File: config.mk
export PLATFORM = sky130hd
export DESIGN_NAME = ioj_exec
export DESIGN_NICKNAME = d
export VERILOG_FILES = /design/src/inc/ioj_pkg.sv /design/src/verilog/ioj_file_ram.sv /design/src/verilog/ioj_exec.sv
export VERILOG_INCLUDE_DIRS = /design/src /design/src/inc
export SDC_FILE = /design/constraint.sdc
export NUM_CORES = 1
export LEC_CHECK = 0
export BUFFER_PORTS_ARGS = -buffer_cell sky130_fd_sc_hd__buf_2
export CAP_MARGIN = 10
export CORE_MARGIN = 2
export CORE_UTILIZATION = 35
export DETAILED_ROUTE_END_ITERATION = 12
export SETUP_SLACK_MARGIN = 0.3
export SLEW_MARGIN = 30
export SYNTH_ARGS = -nofsm -noshare
export SYNTH_HDL_FRONTEND = slang
export SYNTH_SLANG_ARGS = --single-unit
export TNS_END_PERCENT = 20
File: constraint.sdc
create_clock -name ref_clk_i -period 5.4 [get_ports ref_clk_i]
set_clock_uncertainty 0.05 [all_clocks]
set_input_delay 1.08 -clock ref_clk_i [delete_from_list [all_inputs] [get_ports ref_clk_i]]
set_output_delay 1.08 -clock ref_clk_i [all_outputs]
set_load 0.02 [all_outputs]
File: src/inc/ioj_map.svh
/*
 * Constants for the five-instruction execution block: opcode patterns,
 * field positions, widths and reset values.
 * Assumes it is included by its bare name, after the package if needed.
 */
`ifndef IOJ_MAP_SVH
`define IOJ_MAP_SVH

// Instruction word width and field positions.
`define IOJ_INSTR_W 14
`define IOJ_DATA_W 8
`define IOJ_ADDR_W 7
`define IOJ_PC_W 13
`define IOJ_DEST_BIT 7
`define IOJ_PAGE_HI 4
`define IOJ_PAGE_LO 3

// Opcode patterns on the upper instruction bits.
`define IOJ_OP6_INC 6'h0A
`define IOJ_OP6_INCSZ 6'h0F
`define IOJ_OP6_OR_ACC_WITH_REGISTER 6'h04
`define IOJ_OP3_JUMP 3'h5
`define IOJ_OP6_OR_LITERAL_INTO_ACC 6'h38

// Reset values and file register depth.
`define IOJ_ACC_RST 8'h00
`define IOJ_PC_RST 13'h0000
`define IOJ_FILE_DEPTH 128

`endif

File: src/inc/ioj_pkg.sv
/*
 * Types used by the execution block; its register file uses none of them.
 * Assumes nothing of its surroundings.
 */
package ioj_pkg;

   // Decoded operation classes.
   typedef enum logic [2:0] {
      IOJ_OP_NONE,
      IOJ_OP_INC,
      IOJ_OP_INCSZ,
      IOJ_OP_JUMP,
      IOJ_OP_ORLIT,
      IOJ_OP_ORREG
   } ioj_op_t;

   // Execution sequencer states.
   typedef enum logic [1:0] {
      IOJ_ST_EXEC,
      IOJ_ST_FLUSH
   } ioj_state_t;

endpackage : ioj_pkg

File: src/verilog/ioj_file_ram.sv
/*
 * Small file-register memory of 128 bytes with one write port and one
 * registered read port.
 * Assumes a single clock; the read address is presented one cycle ahead.
 */
`timescale 1ns/1ps
`include "ioj_map.svh"

module ioj_file_ram (
   input wire logic ref_clk_i,
   input wire logic [`IOJ_ADDR_W-1:0] rd_addr_i,
   output logic [`IOJ_DATA_W-1:0] rd_data_o,
   input wire logic wr_en_i,
   input wire logic [`IOJ_ADDR_W-1:0] wr_addr_i,
   input wire logic [`IOJ_DATA_W-1:0] wr_data_i
);

   // Storage array; contents are undefined until first written.
   logic [`IOJ_DATA_W-1:0] mem_q [0:`IOJ_FILE_DEPTH-1];

   // Write port and registered read port.
   always_ff @(posedge ref_clk_i) begin
      if (wr_en_i) begin
         mem_q[wr_addr_i] <= wr_data_i;
      end
      rd_data_o <= mem_q[rd_addr_i];
   end

endmodule : ioj_file_ram

File: src/verilog/ioj_exec.sv
/*
 * Execution unit for increment, increment-with-skip, absolute jump and
 * the two inclusive-OR instructions of an 8-bit core.
 * Assumes the fetch side presents one instruction at a time with a valid
 * strobe, holds it until taken, and supplies the page latch value.
 */
// Summary of operation
// - Increment-skip result to accumulator or register.
// - Zero increment-skip result inserts an idle cycle.
// - Nonzero increment-skip result continues normally.
// - Jump loads eleven-bit immediate into PC low.
// - Jump copies page latch bits 4:3 up.
// - Jump is unconditional, two cycles, flags untouched.
// - OR literal into accumulator, update zero.
// - Increment register, route result, update zero.
// - OR accumulator with register, route, zero.
// - Zero flag set on zero result, else cleared; increment-skip leaves it unchanged.
`timescale 1ns/1ps
`include "ioj_map.svh"

module ioj_exec (
   input wire logic ref_clk_i,
   input wire logic rst_n_i,
   input wire logic instr_valid_i,
   input wire logic [`IOJ_INSTR_W-1:0] instr_i,
   input wire logic [`IOJ_DATA_W-1:0] program_counter_page_latch_i,
   output logic instr_ready_o,
   output logic [`IOJ_DATA_W-1:0] acc_o,
   output logic zero_flag_o,
   output logic [`IOJ_PC_W-1:0] pc_o,
   output logic idle_instruction_o,
   output logic done_o
);

   // Decode an instruction word into its operation class.
   function automatic ioj_pkg::ioj_op_t ioj_decode(
      input logic [`IOJ_INSTR_W-1:0] w);
      ioj_pkg::ioj_op_t op;
      op = ioj_pkg::IOJ_OP_NONE;
      if (w[13:11] == `IOJ_OP3_JUMP) begin
         op = ioj_pkg::IOJ_OP_JUMP;
      end else if (w[13:8] == `IOJ_OP6_INC) begin
         op = ioj_pkg::IOJ_OP_INC;
      end else if (w[13:8] == `IOJ_OP6_INCSZ) begin
         op = ioj_pkg::IOJ_OP_INCSZ;
      end else if (w[13:8] == `IOJ_OP6_OR_ACC_WITH_REGISTER) begin
         op = ioj_pkg::IOJ_OP_ORREG;
      end else if (w[13:8] == `IOJ_OP6_OR_LITERAL_INTO_ACC) begin
         op = ioj_pkg::IOJ_OP_ORLIT;
      end
      return op;
   endfunction : ioj_decode

   // True when an eight-bit result is all zeros; feeds the zero flag.
   function automatic logic ioj_is_zero(
      input logic [`IOJ_DATA_W-1:0] v);
      return (v == 8'h00);
   endfunction : ioj_is_zero

   // Program counter stepped forward by a number of words, wrapping.
   function automatic logic [`IOJ_PC_W-1:0] ioj_pc_step(
      input logic [`IOJ_PC_W-1:0] pc,
      input logic [`IOJ_PC_W-1:0] step);
      return pc + step;
   endfunction : ioj_pc_step

   // Sequencer phase: operand read, then result write-back.
   typedef enum logic [1:0] {
      IOJ_PH_IDLE,
      IOJ_PH_READ,
      IOJ_PH_EXEC
   } ioj_phase_t;

   ioj_phase_t phase_q, phase_d; // Sequencer phase: idle, operand read or execute.
   ioj_pkg::ioj_state_t state_q, state_d; // Normal or flushing cycle.
   logic [`IOJ_INSTR_W-1:0] ir_q, ir_d; // Instruction being executed.
   logic [`IOJ_DATA_W-1:0] acc_q, acc_d; // Accumulator.
   logic zero_q, zero_d; // Zero flag of the status register.
   logic [`IOJ_PC_W-1:0] pc_q, pc_d; // Program counter.
   logic idle_q, idle_d; // High for one cycle of idle execution.
   logic done_q, done_d; // One-cycle completion pulse.
   logic [`IOJ_DATA_W-1:0] file_rd; // Registered file read data.
   logic wr_en; // File write strobe.
   logic [`IOJ_DATA_W-1:0] result; // ALU result.
   logic [`IOJ_DATA_W-1:0] sum; // Wrapped increment result.
   ioj_pkg::ioj_op_t op; // Decoded class of the held instruction.

   // File register store, read one cycle after the address is given.
   // The operand address comes from the held word, so the fetch side may
   // change its word as soon as this one has been taken.
   ioj_file_ram u_ram (
      .ref_clk_i(ref_clk_i),
      .rd_addr_i(ir_q[`IOJ_ADDR_W-1:0]),
      .rd_data_o(file_rd),
      .wr_en_i(wr_en),
      .wr_addr_i(ir_q[`IOJ_ADDR_W-1:0]),
      .wr_data_i(result)
   );

   // Ready only while idle so the fetch side may present a new word.
   assign instr_ready_o = (phase_q == IOJ_PH_IDLE);
   assign op = ioj_decode(ir_q);
   assign sum = file_rd + 8'h01;

   // Result selection and the next-state logic for all execution state.
   always_comb begin
      phase_d = phase_q;
      state_d = state_q;
      ir_d = ir_q;
      acc_d = acc_q;
      zero_d = zero_q;
      pc_d = pc_q;
      idle_d = 1'b0;
      done_d = 1'b0;
      wr_en = 1'b0;
      result = 8'h00;
      unique case (phase_q)
         IOJ_PH_IDLE: begin
            // Take a new word and start the operand read.
            if (instr_valid_i) begin
               ir_d = instr_i;
               phase_d = IOJ_PH_READ;
            end
         end
         IOJ_PH_READ: begin
            // The held word addresses the store; data is ready next cycle.
            phase_d = IOJ_PH_EXEC;
         end
         IOJ_PH_EXEC: begin
            if (state_q == ioj_pkg::IOJ_ST_FLUSH) begin
               // Second cycle of a skip or jump runs as an idle slot.
               idle_d = 1'b1;
               done_d = 1'b1;
               state_d = ioj_pkg::IOJ_ST_EXEC;
               phase_d = IOJ_PH_IDLE;
            end else begin
               phase_d = IOJ_PH_IDLE;
               done_d = 1'b1;
               pc_d = ioj_pc_step(pc_q, 13'h0001);
               case (op)
                  ioj_pkg::IOJ_OP_INC,
                  ioj_pkg::IOJ_OP_INCSZ,
                  ioj_pkg::IOJ_OP_ORREG: begin
                     // Route to file register or accumulator.
                     result = (op == ioj_pkg::IOJ_OP_ORREG) ?
                        (acc_q | file_rd) : sum;
                     if (ir_q[`IOJ_DEST_BIT]) begin
                        // Target bit set: write back into the register.
                        wr_en = 1'b1;
                     end else begin
                        // Target bit clear: result goes to accumulator.
                        acc_d = result;
                     end
                     if (op != ioj_pkg::IOJ_OP_INCSZ) begin
                        zero_d = ioj_is_zero(result);
                     end else if (ioj_is_zero(result)) begin
                        // Skip the next word by an idle slot.
                        pc_d = ioj_pc_step(pc_q, 13'h0002);
                        state_d = ioj_pkg::IOJ_ST_FLUSH;
                        phase_d = IOJ_PH_EXEC;
                        done_d = 1'b0;
                     end
                  end
                  ioj_pkg::IOJ_OP_ORLIT: begin
                     // Literal OR always lands in the accumulator.
                     result = acc_q | ir_q[`IOJ_DATA_W-1:0];
                     acc_d = result;
                     zero_d = ioj_is_zero(result);
                  end
                  ioj_pkg::IOJ_OP_JUMP: begin
                     // Build the target; flags are not touched.
                     pc_d = {program_counter_page_latch_i[
                        `IOJ_PAGE_HI:`IOJ_PAGE_LO],
                        ir_q[10:0]};
                     state_d = ioj_pkg::IOJ_ST_FLUSH;
                     phase_d = IOJ_PH_EXEC;
                     done_d = 1'b0;
                  end
                  default: begin
                     // Other words are treated as one-cycle idle work.
                     idle_d = 1'b1;
                  end
               endcase
            end
         end
         default: begin
            phase_d = IOJ_PH_IDLE;
         end
      endcase
   end

   // Register every piece of execution state.
   always_ff @(posedge ref_clk_i) begin
      if (!rst_n_i) begin
         phase_q <= IOJ_PH_IDLE;
         state_q <= ioj_pkg::IOJ_ST_EXEC;
         ir_q <= 14'h0000;
         acc_q <= `IOJ_ACC_RST;
         zero_q <= 1'b0;
         pc_q <= `IOJ_PC_RST;
         idle_q <= 1'b0;
         done_q <= 1'b0;
      end else begin
         phase_q <= phase_d;
         state_q <= state_d;
         ir_q <= ir_d;
         acc_q <= acc_d;
         zero_q <= zero_d;
         pc_q <= pc_d;
         idle_q <= idle_d;
         done_q <= done_d;
      end
   end

   // Data outputs come straight from flip-flops.
   assign acc_o = acc_q;
   assign zero_flag_o = zero_q;
   assign pc_o = pc_q;
   assign idle_instruction_o = idle_q;
   assign done_o = done_q;

endmodule : ioj_exec

==> impl_results.md, run 1 <==
* Nature of the critical path startpoint: flop
* Cell Count, Final, Fillers Out at 4,130
* Levels on crit path at 6
* Flop pwr share at 53.1%
* Worst Setup EP: u_ram.mem_q[88][1]
* FF-to-FF End: u_ram.mem_q[88][1]
* Rel. slew slack at 35.3%
* Total track usage at 18.5%
* Crit-path max FO at 16
* Worst-Margin Slew at 962 ps
* First-pass DRT Iterations at 6
* Number of global-route vias before repair at 23,000
* Critical path class: flop to flop
* Rows at 125
* Period minus WS final at 4040 ps
* Vias/cell at 5.86
* Final Util at 40.1%
* Input/output buffers at 43
* Die area at 0.119 mm^2
* Sequential area share after synthesis at 78.0%
* Register Area at 0.0317 mm^2
* VDD IR-drop max at 0.257 mV
* DP HPWL at 66.0 mm
* Setup slack, reg-to-reg at 1360 ps
* Top post-synthesis cells by area: edfxtp_1 76%, a22oi_1 5.7%, dfxtp_1 2.4%, a221oi_1 2.0%, a22o_1 1.9%
* RR Startpoint: ir_q[10]
* Total power at 17.1 mW
* Largest net degree at the start of global routing at 129
* Global-route wire length before repair at 162 mm
* Mapped Cells at 2,479
* Initial core utilization at 35.1%
* Area delta synth->final at 14.1%
* Final hold vios at 0
* Worst Path Arrival at 4280 ps
* Hold Path Class: flop to flop
* Crit. End Element: flop
* Initial antenna violation count at 4
* Synthesis-stage register bit count at 1,073
* Slowest stage cell, crit path: nor2_1
* Syn avg cell area at 16.4 um^2
* Drt first-iter violations at 2,900
* Clock Latency Late Sink at 670 ps
* Post-CTS setup buffers at 0
* Detailed Route WL at 113 mm
* Die extent in y at 345 um
* Worst-path cell chain: nor4b_4 -> o21a_1 -> buf_4 -> and3_1 -> nand2_2 -> nor2_1
* Worst path max stage delay at 990 ps
* Final period utilization at 74.8%
* Placed Cells at 3,931
* Multi-input logic area at 0.00829 mm^2
* Slew Limit Fails at 0
* Final setup vio count at 0
* Clock power frac at 43.7%
* Drt wl/cell at 27.3 um
* Longest Clk Path Bufs at 3
* CP delay by family, top: simple AND/OR/NAND/NOR gates
* Hold Buf Count CTS at 0
* Setup crit start: ir_q[10]
* Antenna-violating nets left at 0
* CTS tree: done
* Pwr/cell area at 369 mW/mm^2
* Top-count cell post-synth: edfxtp_1
* Max cap viols at 0
* CTS Sinks at 1,073
* TNS Setup at 0 ps
* CTS H-tree lvls at 3
* Yosys top cell by area: edfxtp_1
* YS warnings at 0
* Layout cells sized above 1 at 12.2%
* Fraction of registers with async set/reset at 0%
* Setup WS post-layout at 1360 ps
* Synth top cells by count: 1,024 x edfxtp_1, 310 x a22oi_1, 194 x nor2_1, 99 x nand2_1, 92 x a221oi_1
* Sum of buffers and inverters on the critical path at 1
* Worst reg2reg path depth at 6
* Area post-placement at 0.0428 mm^2
* Syn Std Cell Area at 0.0407 mm^2
* GRT overflow at 0
* Syn Nets at 2,507
* Area fraction of the dominant cell type after synthesis at 75.6%
* TritonCTS Buffers at 106
* EDFF count, synth at 1,024
* CORE AREA at 0.116 mm^2
* Fmax at 248 MHz
* P_leak at 16.0 nW
* GPL Wtd Cong at 0.862
* Place WS at 1370 ps
* Switching power share of the total at 20.6%
* Final #Nets at 2,545
* Final instance area at 0.0464 mm^2
* Pint at 13.6 mW
* Combinational Power Share at 3.2%
* Clock slew at reported path FFs at 60 ps
* RSZ-0062 raised after global routing: false
* Worst-case hold slack at 465 ps
* Drt drc at 0
* # resized after CTS at 0
* P_sw at 3.53 mW
* CTS root buf: clkbuf_16
* Status: finished, final reports clean
* Critical Path RT at 5640 ps
* Via Count at 24,200
* Fill cell count at 10,300
* Num ports at 50
* Top FF cell, synth: edfxtp_1
* Chip width at 345 um
* Count of different cell masters after synthesis at 80
[routing by layer]
metal / track usage, % / part of all wire [%] / up-vias
met5: 0 / 0.012 / -
met4: 5.94 / 2.7 / 2
met3: 2.94 / 8.8 / 167
met2: 29.9 / 48 / 1243
met1: 25.7 / 41 / 12500
li1: - / - / 10300
[sequential cells by signal (all words and copies together) (netlist names)]
register / count
pc_o: 13
idle_instruction_o: 1
done_o: 1
acc_o: 8
zero_flag_o: 1
u_ram.rd_data_o: 8
ir_q: 14
state_q: 1
u_ram.mem_q: 1024
phase_q: 2
[cell families (layout without fill, tap and decap cells)]
group | count (synthesis) | count (layout) | synth area share (%)
DFF | 1073 | 1073 | 78.0
AOI/OAI and AO/OA | 722 | 722 | 13.5
and+or+nand+nor | 451 | 451 | 5.25
buffers and inverters | 186 | 311 | 1.91
muxes | 33 | 33 | 1.02
xor gates and xnor gates | 11 | 11 | 0.237
adders and majority gates | 3 | 3 | 0.0923
other | 0 | 2 | 0
[power groups by stage]
stage | Combinational, mW | Sequential (mW) | Clock, mW
2_1_floorplan | 0.337 | 9.22 | 0
3_3_place_gp | 0.533 | 9.26 | 0
3_5_place_dp | 0.538 | 9.26 | 0
4_1_cts | 0.540 | 9.09 | 7.57
5_1_grt | 0.578 | 9.09 | 7.90
6_report | 0.548 | 9.09 | 7.49
[layout by cell type, fill, tap and decap left out, types with 5 or more instances in the layout]
cell type	synthesis	final
a211oi_1	5	5
a21oi_1	50	50
a221oi_1	92	92
a22o_1	87	87
a22oi_1	310	310
a31oi_1	63	63
a41oi_1	7	7
and2_1	8	8
and3_1	9	8
buf_12	0	14
buf_2	52	43
buf_4	2	42
bufinv_16	0	14
clkbuf_1	82	16
clkbuf_16	0	110
clkbuf_8	0	5
clkinv_1	0	28
clkinv_2	0	16
dfxtp_1	49	45
edfxtp_1	1024	1024
inv_1	14	14
mux2_2	9	9
mux2i_1	18	18
mux4_2	6	6
nand2_1	99	93
nand2_2	0	6
nand3_1	24	24
nand4_1	50	50
nor2_1	194	183
nor2_4	0	8
nor2b_1	5	5
nor3_1	15	13
nor4_1	11	11
o211ai_1	18	18
o21a_1	6	6
o21ai_0	26	26
o22a_1	5	5
o22ai_1	5	5
xnor2_1	6	6
xor2_1	5	5
[worst min-delay path by stage]
stage	end	slack [ps]	from	cells past startpoint
2_1_floorplan	ir_q[13]	410	ir_q[13]	2
3_3_place_gp	state_q[0]	440	state_q[0]	2
3_5_place_dp	state_q[0]	450	state_q[0]	2
4_1_cts	done_o	460	phase_q[1]	2
5_1_grt	state_q[0]	490	state_q[0]	2
6_report	state_q[0]	470	state_q[0]	2
[cell type report]
type,count,share of cell area (%)
clock inverters,64,1.43
inverters,15,0.121
multi-input cells,1220,17.9
well taps,1524,4.11
clock buffers,131,6.21
flip-flops and latches,1073,68.4
repair buffers,101,1.87
diodes,2,0.0108
[worst register-to-register path: stages (launching register included)]
cell	delay, ps
dfxtp_1	470
nor4b_4	480
o21a_1	200
buf_4	200
and3_1	550
nand2_2	710
nor2_1	1010
No activity file was read; power rests on OpenSTA's default activity.
==> run 2, diff against run 1 <==
clock period = 3.9 ns   (was 5.4 ns; I/O delays follow)
==> impl_results.md, run 2 (synthesis gave the netlist of run 1 again) <==
* Max cap viols at 0
* Top reg by flops: u_ram.mem_q
* CP delay by family, top: simple AND/OR/NAND/NOR gates
* Period minus WS final at 3390 ps
* Number of global-route vias before repair at 24,500
* Largest register FFs at 1,024
* Metal-1 WL at 46.7 mm
* Worst-path cell chain: nor3b_4 -> buf_6 -> buf_6 -> buf_4 -> a22o_1 -> a221oi_1 -> nand3_1 -> o211ai_1 -> nand4_1 -> or4_1
* Hold_sp: instr_i[2]
* Setup crit start: ir_q[2]
* Largest net degree at the start of global routing at 129
* Final period utilization at 86.8%
* Pwr/cell area at 506 mW/mm^2
* Global-route wire length before repair at 169 mm
* Die area at 0.119 mm^2
* Initial core utilization at 35.1%
* Num ports at 50
* TritonCTS Buffers at 107
* Area delta synth->final at 18.2%
* Input/output buffers at 43
* GRT overflow at 0
* Clock Latency Late Sink at 700 ps
* Total track usage at 19.3%
* CTS root buf: clkbuf_16
* VDD IR-drop max at 0.391 mV
* Antenna-violating nets left at 0
* Critical Path RT at 4430 ps
* WL met2 at 54.6 mm
* Total power at 24.3 mW
* Crit-path max FO at 17
* GPL Wtd Cong at 0.884
* CTS H-tree lvls at 3
* Initial antenna violation count at 2
* Post-CTS setup buffers at 0
* Worst reg2reg path depth at 10
* Most frequent cell on the critical path: buf_6
* DP HPWL at 70.6 mm
* Met3 routed WL at 10.8 mm
* Drt wl/cell at 26.9 um
* Critical path class: flop to flop
* RSZ-0062 raised after global routing: false
* Hold Buf Count CTS at 0
* Die extent in y at 345 um
* Commonest non-fill, non-tap cells in the layout: 1,024 x edfxtp_1, 310 x a22oi_1, 216 x buf_4
* Worst-Margin Slew at 1020 ps
* CTS Sinks at 1,073
* First-pass DRT Iterations at 6
* Hold path depth at 3
* Crit. End Element: flop
* Final #Nets at 2,728
* TNS Setup at 0 ps
* Slowest stage cell, crit path: dfxtp_2
* Top Metal Used: met4
* Final hold vios at 0
* Rel. slew slack at 31.9%
* Rows at 125
* Longest Clk Path Bufs at 3
* End point of the worst hold path: ir_q[2]
* Chip width at 345 um
* RR Startpoint: ir_q[2]
* CTS tree: done
* Final setup vio count at 0
* Hold Path Class: primary input to flop
* Clock slew at reported path FFs at 60 ps
* Nature of the critical path startpoint: flop
* Slew Limit Fails at 0
* Worst-case hold slack at 298 ps
* Via Count at 25,000
* P_leak at 17.1 nW
* Worst path max stage delay at 620 ps
* Drt first-iter violations at 2,848
* Vias/cell at 5.79
* Commonest non-fill, non-tap cell in the layout: edfxtp_1
* CORE AREA at 0.116 mm^2
* Status: finished, final reports clean
* Detailed Route WL at 116 mm
* FF-to-FF End: u_ram.rd_data_o[5]
* Fmax at 295 MHz
* Layout cells sized above 1 at 18.4%
* Drt drc at 0
* # resized after CTS at 0
* Sum of buffers and inverters on the critical path at 3
* Setup slack, reg-to-reg at 510 ps
* Worst Path Arrival at 3920 ps
-- run 2: worst max path at each step --
stage                              end  depth (start not counted)
floorplan            u_ram.mem_q[0][5]                          7
global placement    u_ram.rd_data_o[0]                         10
detailed placement  u_ram.rd_data_o[0]                         10
CTS                 u_ram.rd_data_o[0]                         10
global route        u_ram.rd_data_o[5]                         10
finish              u_ram.rd_data_o[5]                         10
-- run 2: metal layers --
metal	global-route usage (%)	vias up
met2	30.9	1373
met3	3.56	204
met4	7.59	0
met1	26.2	12800
met5	0	-
li1	-	10700
-- run 2: cell type report --
type / instances / area, um^2
sequential: 1073 / 31700
timing repair buffer: 283 / 2300
multi-input combinational: 1220 / 8260
tap: 1524 / 1910
fill: 10200 / 67700
antenna: 1 / 2.50
clock buffer: 118 / 2760
inverter: 15 / 56.3
clock inverter: 85 / 1030
-- run 2: worst min-delay path, delay by kind of cell --
| family | cells | cell delay [ps] |
|---|---|---|
| AO/OA/AOI/OAI | 1 | 50 |
| buffers and inverters | 1 | 100 |
| AND/OR/NAND/NOR | 1 | 50 |
-- run 2: metrics by stage --
| step | setup WS (ps) | util, % | area [um^2] | instances |
|---|---|---|---|---|
| floorplan | -48.0 | - | 40700 | 2479 |
| global placement | 345 | 38.2 | 44200 | 4113 |
| detailed placement | 397 | 38.2 | 44300 | 4115 |
| CTS | 370 | 41.5 | 48100 | 4318 |
| global route | 357 | 41.5 | 48100 | 4318 |
| finish | 513 | 41.5 | 48100 | 4319 |
-- run 2: report_power, final --
group	switching, mW	leakage, nW	internal, mW
clock network	4.44	1.82	6.47
logic	0.573	3.36	0.239
registers	0.111	11.9	12.5
total	5.13	17.1	19.2
